==> src/mhhd_pkg.sv <==
// shared constants and types for the upper-half multiply decoder
package mhhd_pkg;
    localparam logic [15:0] UPPER_BASE = 16'hc004;
    localparam logic [15:0] UPPER_FIXED_MASK = 16'hfe0c;
    localparam logic [15:0] UPPER_FIXED_VAL = 16'hc004;
    localparam logic [31:0] PARALLEL_OFFSET = 32'h08000000;
    localparam logic [15:0] LOW_MIN = 16'h1800;
    localparam logic [15:0] LOW_MAX = 16'hd9ff;
    localparam logic [15:0] LOW_FIXED_MASK = 16'h3e00;
    localparam logic [15:0] LOW_FIXED_VAL = 16'h1800;
    localparam int MIXED_BIT = 4;
    localparam int OP_LSB = 0;
    localparam int OPT_LSB = 5;
    localparam int HALF_LSB = 14;
    localparam int DEST_LSB = 6;
    localparam int SRC0_LSB = 3;
    localparam int SRC1_LSB = 0;
    localparam int LATENCY_CYCLES = 1;

    typedef enum logic [2:0] {
        MHHD_OP_NONE = 3'h0,
        MHHD_OP_ASSIGN = 3'h4,
        MHHD_OP_ADD = 3'h5,
        MHHD_OP_SUB = 3'h6
    } mhhd_op_type;

    // option field in upper halfword bits 8..5
    typedef enum logic [3:0] {
        MHHD_OPT_DEFAULT = 4'h0,
        MHHD_OPT_SCALED_ROUND_X2 = 4'h1,
        MHHD_OPT_TRUNCATE = 4'h2,
        MHHD_OPT_INTEGER_UNSIGNED_ALT = 4'h3,
        MHHD_OPT_FRACTION_UNSIGNED = 4'h4,
        MHHD_OPT_TRUNC_FRACTION_UNSIGNED = 4'h6,
        MHHD_OPT_INTEGER_SIGNED = 4'h8,
        MHHD_OPT_INTEGER_SIGNED_SCALED_X2 = 4'h9,
        MHHD_OPT_INTEGER_HIGH_WORD = 4'hb,
        MHHD_OPT_INTEGER_UNSIGNED = 4'hc
    } mhhd_opt_type;

    typedef enum logic [1:0] {
        MHHD_HALF_LO_LO = 2'h0,
        MHHD_HALF_LO_HI = 2'h1,
        MHHD_HALF_HI_LO = 2'h2,
        MHHD_HALF_HI_HI = 2'h3
    } mhhd_half_type;
endpackage : mhhd_pkg

==> src/mhhd_decode.sv <==
// upper-half second-accumulator multiply decoder, registered outputs
`timescale 1ns/100ps
module mhhd_decode (
    input wire logic clk,
    input wire logic rst_n,
    input wire logic instrValid,
    input wire logic [31:0] instrWord,
    output logic hitValid_q,
    output mhhd_pkg::mhhd_op_type accOp_q,
    output mhhd_pkg::mhhd_opt_type option_q,
    output logic mixedMode_q,
    output logic parallelIssue_q,
    output mhhd_pkg::mhhd_half_type halfSel_q,
    output logic [2:0] upperHalfTarget_q,
    output logic [2:0] srcReg0_q,
    output logic [2:0] srcReg1_q
);
    import mhhd_pkg::*;

    logic [31:0] wordNorm;
    logic parallelHit;
    logic [15:0] upperHalf;
    logic [15:0] lowHalf;
    mhhd_half_type halfSel;
    logic [2:0] destReg;
    logic [2:0] srcReg0;
    logic [2:0] srcReg1;
    logic lowValid;
    logic upperValid;
    mhhd_opt_type optDecoded;
    logic optLegal;
    mhhd_op_type opDecoded;
    logic hit_d;

    assign parallelHit = instrWord[27];
    assign wordNorm = parallelHit ? (instrWord - PARALLEL_OFFSET) : instrWord;
    assign upperHalf = wordNorm[31:16];
    assign lowHalf = wordNorm[15:0];

    mhhd_field_split u_split (
        .lowHalf(lowHalf),
        .halfSel(halfSel),
        .destReg(destReg),
        .srcReg0(srcReg0),
        .srcReg1(srcReg1),
        .lowValid(lowValid)
    );

    assign upperValid = (upperHalf & UPPER_FIXED_MASK) == UPPER_FIXED_VAL;
    assign optDecoded = mhhd_opt_type'(upperHalf[OPT_LSB +: 4]);

    always_comb begin
        case (upperHalf[1:0])
            2'h0: opDecoded = MHHD_OP_ASSIGN;
            2'h1: opDecoded = MHHD_OP_ADD;
            2'h2: opDecoded = MHHD_OP_SUB;
            default: opDecoded = MHHD_OP_NONE;
        endcase
    end

    always_comb begin
        case (optDecoded)
            MHHD_OPT_DEFAULT, MHHD_OPT_INTEGER_HIGH_WORD, MHHD_OPT_TRUNC_FRACTION_UNSIGNED,
            MHHD_OPT_INTEGER_UNSIGNED, MHHD_OPT_FRACTION_UNSIGNED, MHHD_OPT_TRUNCATE,
            MHHD_OPT_INTEGER_SIGNED, MHHD_OPT_SCALED_ROUND_X2, MHHD_OPT_INTEGER_SIGNED_SCALED_X2,
            MHHD_OPT_INTEGER_UNSIGNED_ALT: optLegal = 1'b1;
            default: optLegal = 1'b0;
        endcase
    end

    assign hit_d = instrValid && upperValid && lowValid && optLegal && (opDecoded != MHHD_OP_NONE)
        && (instrWord[31:28] == 4'hc) && (instrWord[26:25] == 2'h0);

    always_ff @(posedge clk) begin
        if (!rst_n) begin
            hitValid_q <= 1'b0;
        end else begin
            hitValid_q <= hit_d;
        end
    end

    always_ff @(posedge clk) begin
        if (!rst_n) begin
            accOp_q <= MHHD_OP_NONE;
            option_q <= MHHD_OPT_DEFAULT;
            mixedMode_q <= 1'b0;
            parallelIssue_q <= 1'b0;
            halfSel_q <= MHHD_HALF_LO_LO;
            upperHalfTarget_q <= 3'h0;
            srcReg0_q <= 3'h0;
            srcReg1_q <= 3'h0;
        end else if (hit_d) begin
            accOp_q <= opDecoded;
            option_q <= optDecoded;
            mixedMode_q <= upperHalf[MIXED_BIT];
            parallelIssue_q <= parallelHit;
            halfSel_q <= halfSel;
            upperHalfTarget_q <= destReg;
            srcReg0_q <= srcReg0;
            srcReg1_q <= srcReg1;
        end
    end

    property p_trunc;
        @(posedge clk) disable iff (!rst_n)
        (instrValid && instrWord == 32'hc0441800) |=> (hitValid_q && accOp_q == MHHD_OP_ASSIGN && option_q == MHHD_OPT_TRUNCATE);
    endproperty
    a_trunc: assert property (p_trunc) else $error("truncate assign not decoded");

    property p_add;
        @(posedge clk) disable iff (!rst_n)
        (instrValid && instrWord[31:16] == 16'hc185 && instrWord[15:0] == 16'h1800) |=> (hitValid_q && accOp_q == MHHD_OP_ADD);
    endproperty
    a_add: assert property (p_add) else $error("add accumulate not decoded");

    property p_sub;
        @(posedge clk) disable iff (!rst_n)
        (instrValid && instrWord == 32'hc1061800) |=> (hitValid_q && accOp_q == MHHD_OP_SUB && option_q == MHHD_OPT_INTEGER_SIGNED);
    endproperty
    a_sub: assert property (p_sub) else $error("subtract accumulate not decoded");

    property p_mixed;
        @(posedge clk) disable iff (!rst_n)
        (instrValid && instrWord == 32'hc1341800) |=> (hitValid_q && mixedMode_q
            && option_q == MHHD_OPT_INTEGER_SIGNED_SCALED_X2);
    endproperty
    a_mixed: assert property (p_mixed) else $error("mixed flag wrong");

    property p_ihm;
        @(posedge clk) disable iff (!rst_n)
        (instrValid && instrWord == 32'hc174d9ff) |=> (hitValid_q && mixedMode_q && accOp_q == MHHD_OP_ASSIGN
            && option_q == MHHD_OPT_INTEGER_HIGH_WORD);
    endproperty
    a_ihm: assert property (p_ihm) else $error("high word mixed not decoded");

    property p_par;
        @(posedge clk) disable iff (!rst_n)
        (instrValid && instrWord == 32'hc8051800) |=> (hitValid_q && parallelIssue_q && accOp_q == MHHD_OP_ADD);
    endproperty
    a_par: assert property (p_par) else $error("parallel form rejected");

    property p_fields;
        @(posedge clk) disable iff (!rst_n)
        hit_d |=> (halfSel_q == $past(halfSel) && upperHalfTarget_q == $past(lowHalf[8:6])
            && srcReg0_q == $past(lowHalf[5:3]) && srcReg1_q == $past(lowHalf[2:0]));
    endproperty
    a_fields: assert property (p_fields) else $error("register fields not forwarded");

    property p_range;
        @(posedge clk) disable iff (!rst_n)
        (instrValid && instrWord == 32'hc0041700) |=> !hitValid_q;
    endproperty
    a_range: assert property (p_range) else $error("out of range low half accepted");

    property p_op_reserved;
        @(posedge clk) disable iff (!rst_n)
        (instrValid && instrWord[17:16] == 2'h3) |=> !hitValid_q;
    endproperty
    a_op_reserved: assert property (p_op_reserved) else $error("reserved operation accepted");

    property p_idle;
        @(posedge clk) disable iff (!rst_n)
        !instrValid |=> !hitValid_q;
    endproperty
    a_idle: assert property (p_idle) else $error("hit without a valid word");

    property p_hold;
        @(posedge clk) disable iff (!rst_n)
        !hit_d |=> ($stable(accOp_q) && $stable(option_q) && $stable(mixedMode_q) && $stable(parallelIssue_q)
            && $stable(halfSel_q) && $stable(upperHalfTarget_q) && $stable(srcReg0_q) && $stable(srcReg1_q));
    endproperty
    a_hold: assert property (p_hold) else $error("forwarded fields changed without a hit");

    property p_tfu;
        @(posedge clk) disable iff (!rst_n)
        (instrValid && instrWord == 32'hc0c41800) |=> (hitValid_q && accOp_q == MHHD_OP_ASSIGN
            && option_q == MHHD_OPT_TRUNC_FRACTION_UNSIGNED && !mixedMode_q);
    endproperty
    a_tfu: assert property (p_tfu) else $error("truncated unsigned assign not decoded");

    property p_low_limit;
        @(posedge clk) disable iff (!rst_n)
        (instrValid && instrWord == 32'hc004da00) |=> !hitValid_q;
    endproperty
    a_low_limit: assert property (p_low_limit) else $error("low half past upper bound accepted");

    property p_hi_hi;
        @(posedge clk) disable iff (!rst_n)
        (instrValid && instrWord == 32'hc044d9ff) |=> (hitValid_q && halfSel_q == MHHD_HALF_HI_HI
            && upperHalfTarget_q == 3'h7 && srcReg0_q == 3'h7 && srcReg1_q == 3'h7);
    endproperty
    a_hi_hi: assert property (p_hi_hi) else $error("half select or register numbers wrong");

    property p_par_sub;
        @(posedge clk) disable iff (!rst_n)
        (instrValid && instrWord == 32'hc9061800) |=> (hitValid_q && parallelIssue_q && accOp_q == MHHD_OP_SUB
            && option_q == MHHD_OPT_INTEGER_SIGNED);
    endproperty
    a_par_sub: assert property (p_par_sub) else $error("parallel subtract form rejected");

    property p_add_fu;
        @(posedge clk) disable iff (!rst_n)
        (instrValid && instrWord == 32'hc0851800) |=> (hitValid_q && accOp_q == MHHD_OP_ADD
            && option_q == MHHD_OPT_FRACTION_UNSIGNED);
    endproperty
    a_add_fu: assert property (p_add_fu) else $error("fraction unsigned add not decoded");
endmodule : mhhd_decode

==> src/mhhd_field_split.sv <==
// combinational split of the low halfword into register fields
`timescale 1ns/100ps
module mhhd_field_split (
    input wire logic [15:0] lowHalf,
    output mhhd_pkg::mhhd_half_type halfSel,
    output logic [2:0] destReg,
    output logic [2:0] srcReg0,
    output logic [2:0] srcReg1,
    output logic lowValid
);
    import mhhd_pkg::*;

    assign halfSel = mhhd_half_type'(lowHalf[HALF_LSB +: 2]);
    assign destReg = lowHalf[DEST_LSB +: 3];
    assign srcReg0 = lowHalf[SRC0_LSB +: 3];
    assign srcReg1 = lowHalf[SRC1_LSB +: 3];
    assign lowValid = ((lowHalf & LOW_FIXED_MASK) == LOW_FIXED_VAL) && (lowHalf >= LOW_MIN) && (lowHalf <= LOW_MAX);
endmodule : mhhd_field_split

==> config.mk <==
export PLATFORM = sky130hd
export DESIGN_NAME = mhhd_decode
export DESIGN_NICKNAME = d
export VERILOG_FILES = /design/src/mhhd_pkg.sv /design/src/mhhd_decode.sv /design/src/mhhd_field_split.sv
export SDC_FILE = /design/constraint.sdc
export NUM_CORES = 1
export LEC_CHECK = 0
export ABC_AREA = 1
export BUFFER_PORTS_ARGS = -buffer_cell sky130_fd_sc_hd__clkbuf_2
export CAP_MARGIN = 20
export CORE_MARGIN = 4
export CORE_UTILIZATION = 49
export DETAILED_ROUTE_END_ITERATION = 7
export PLACE_DENSITY = 0.84
export SYNTH_ARGS = -nofsm -noshare
export SYNTH_HDL_FRONTEND = slang
export SYNTH_SLANG_ARGS = --single-unit
export TNS_END_PERCENT = 20
==> constraint.sdc <==
create_clock -name clk -period 2.8 [get_ports clk]
set_input_delay 0.28 -clock clk [delete_from_list [all_inputs] [get_ports clk]]
set_output_delay 0.28 -clock clk [all_outputs]
set_load 0.02 [all_outputs]
==> reports/summary.txt <==
setup TNS: 0 ns
fin nets: 255
Crit Reg-Reg Startpoint: accOp_q[0]$_SDFFE_PN0P_
Peak VDD IR: 0.237 mV
drt first-iter violations: 17
CTS Root Cell: clkbuf_4
Seq/Total Area, Yosys: 35.1%
FF+latch count, synth: 21
H-Tree Depth: 1
Synth Area in Adders: 0%
Ant. Diodes: 0
Final Max Slew Viols: 0
Max Clock Skew: 0 ns
kind of critical path: primary input to flip-flop
Total GRT Usage: 14.3%
synth unique cells: 20
HP Class: primary input to flip-flop
Num CTS Buffers: 3
Post-Place Setup Slack: 1.10 ns
Worst-Margin Slew: 0.869 ns
worst setup margin: 1.44 ns
remaining antenna violation count: 0
Fillers: 238
Peak Freq: 0.735 GHz
Syn Inst Count: 168
most used cell, CP: nor2_1
max cap viols: 0
Int Pwr: 0.000382 W
main combinational cell family by area after synthesis: simple AND/OR/NAND/NOR gates
DR vias: 1133
Crit-path slowest cell: nor2_4
syn_nets: 203
number of I/O pins: 56
leakage power: 0.785 nW
share of cells above drive strength 1: 37.4%
net switching fraction of the power: 24.2%
XOR/XNOR Fraction of Synth Area: 0%
Flop pwr share: 59.2%
Cell Chain, Critical Path: clkbuf_2 -> nor2_1 -> nand3b_1 -> nor2_4 -> nand3_1 -> nand2_1 -> nor2_1
WP buf/inv: 1
WP data required: 3.00 ns
Clock Sinks: 21
post-layout util: 63.3%
# resized after CTS: 0
Compound-Gate Fraction of Synth Area: 10.5%
grt ovf: 0
Rel. slew slack: 41.9%
global-route wire length before repair: 3840 um
status: completed
drt pass-1 iters: 4
Placed Cells: 243
clock slew at reported path FFs: 0.11 ns
startpoint types: primary input
final-report hold violation count: 0
crit-path max cell delay: 0.69 ns
Die H: 57.4 um
yosys warns: 0
commonest non-fill, non-tap cell in the layout: clkbuf_2
crit end category: flip-flop
Final min period: 1.36 ns
CP startpoint: instrWord[10]
antenna violations before repair: 0
floorplan row count: 17
Core Area: 2280 um2
IO buf count: 55
Vias/cell: 4.59
Die X: 57.4 um
Critical Path Fanout Max: 36
GPL Wtd Cong: 0.715
unrepaired setup endpoints after global routing: false
Die ar.: 3300 um2
Comb power frac: 12.8%
routed length per instance: 9.53 um
vias in the first global route: 939
Cell Pwr Density: 350 nW/um2
Post-Route WL: 2350 um
Syn-to-layout area delta: 20.4%
Sw Pwr: 0.000122 W
Post-Layout Cell Count: 247
mux cell area share after synthesis: 0%
Top Family by Delay on Critical Path: simple AND/OR/NAND/NOR gates
DRC Markers: 0
Skew-Pair Late Insertion Delay: 0.29 ns
hpwl dp: 1810 um
syn avg cell area: 7.12 um2
Starting Density: 52.6%
most frequent cells in the layout: 55 x clkbuf_2, 32 x nand2_1, 28 x nor2_1, 27 x inv_1, 21 x dfxtp_1
Post-Synth Simple-Gate Area: 37.6%
Mapped Area: 1200 um2
crit path DAT: 1.56 ns
pin count of the biggest net entering global routing: 37
Post-CTS Setup Bufs: 0
fin crit share: 48.6%
Max Buffers Root-to-Sink: 2
clock power share: 28.0%
startpoint of the worst hold path: instrWord[6]
TritonCTS clock tree: yes
Final setup viols: 0
cts hold-fix bufs: 0
synth_stat cells (all sizes together):
cell type  instances  area (um2)
buf                7        88.8
a21oi             19         125
nand3             20         120
nor2              35         168
dfxtp             21         420
nand3b             1        7.51
clkbuf             1        3.75
nand2             34         133
inv               29         109
nand4              1        21.3
worst reg2reg max path, delay by kind of cell (launching register included):
family	cells	cell delay [ns]
flip-flops	1	0.35
buffers and inverters	1	0.05
AND/OR/NAND/NOR	3	0.20
power groups by stage:
stage,registers (W),clock network (W),logic [W]
after CTS,0.000299,0.000146,0.0000655
after global placement,0.000305,0,0.0000646
final,0.000299,0.000141,0.0000647
after global routing,0.000299,0.000157,0.0000744
after detailed placement,0.000305,0,0.0000653
after floorplan,0.000305,0,0.0000378
kinds of logic (layout without fill, tap and decap cells):
logic type,count (synthesis),count (layout)
AOI/OAI and AO/OA,19,19
buffers and inverters,37,88
DFF,21,21
and+or+nand+nor,91,91
registers in the layout, summed over array words and instances, names as in the netlist:
name	flops
option_q	4
accOp_q	3
srcReg0_q	3
srcReg1_q	3
upperHalfTarget_q	3
halfSel_q	2
hitValid_q	1
mixedMode_q	1
parallelIssue_q	1
area by class of cell:
class | count | area [um2] | area share (%)
Clock buffer | 4 | 26.3 | 1.82
Multi-Input combinational cell | 110 | 574 | 39.9
Inverter | 29 | 109 | 7.56
Sequential cell | 21 | 420 | 29.2
Tap cell | 28 | 35.0 | 2.43
Timing Repair Buffer | 55 | 275 | 19.1
per-stage QoR:
step	hold WS (ns)	power (W)	area, um2
finish	0.282	0.000504	1440
global route	0.277	0.000530	1440
CTS	0.275	0.000511	1440
detailed placement	0.453	0.000371	1410
global placement	0.443	0.000370	1410
floorplan	0.480	0.000343	1200
metal layers:
layer	GRT usage (%)	part of all wire, %	up-vias
met5	0	0	-
met4	5.96	1.5	0
met3	2.71	6.7	4
met2	23.5	49	33
met1	18.1	42	477
li1	-	-	619
worst paths after layout:
path	depth (start not counted)	end	slack, ns
max	7	srcReg1_q[1]$_SDFFE_PN0P_	1.44
min reg2reg	2	accOp_q[2]$_SDFFE_PN0P_	0.47
min	5	upperHalfTarget_q[0]$_SDFFE_PN0P_	0.28
max reg2reg	4	accOp_q[0]$_SDFFE_PN0P_	2.16
(Power assumes the default switching activity.)
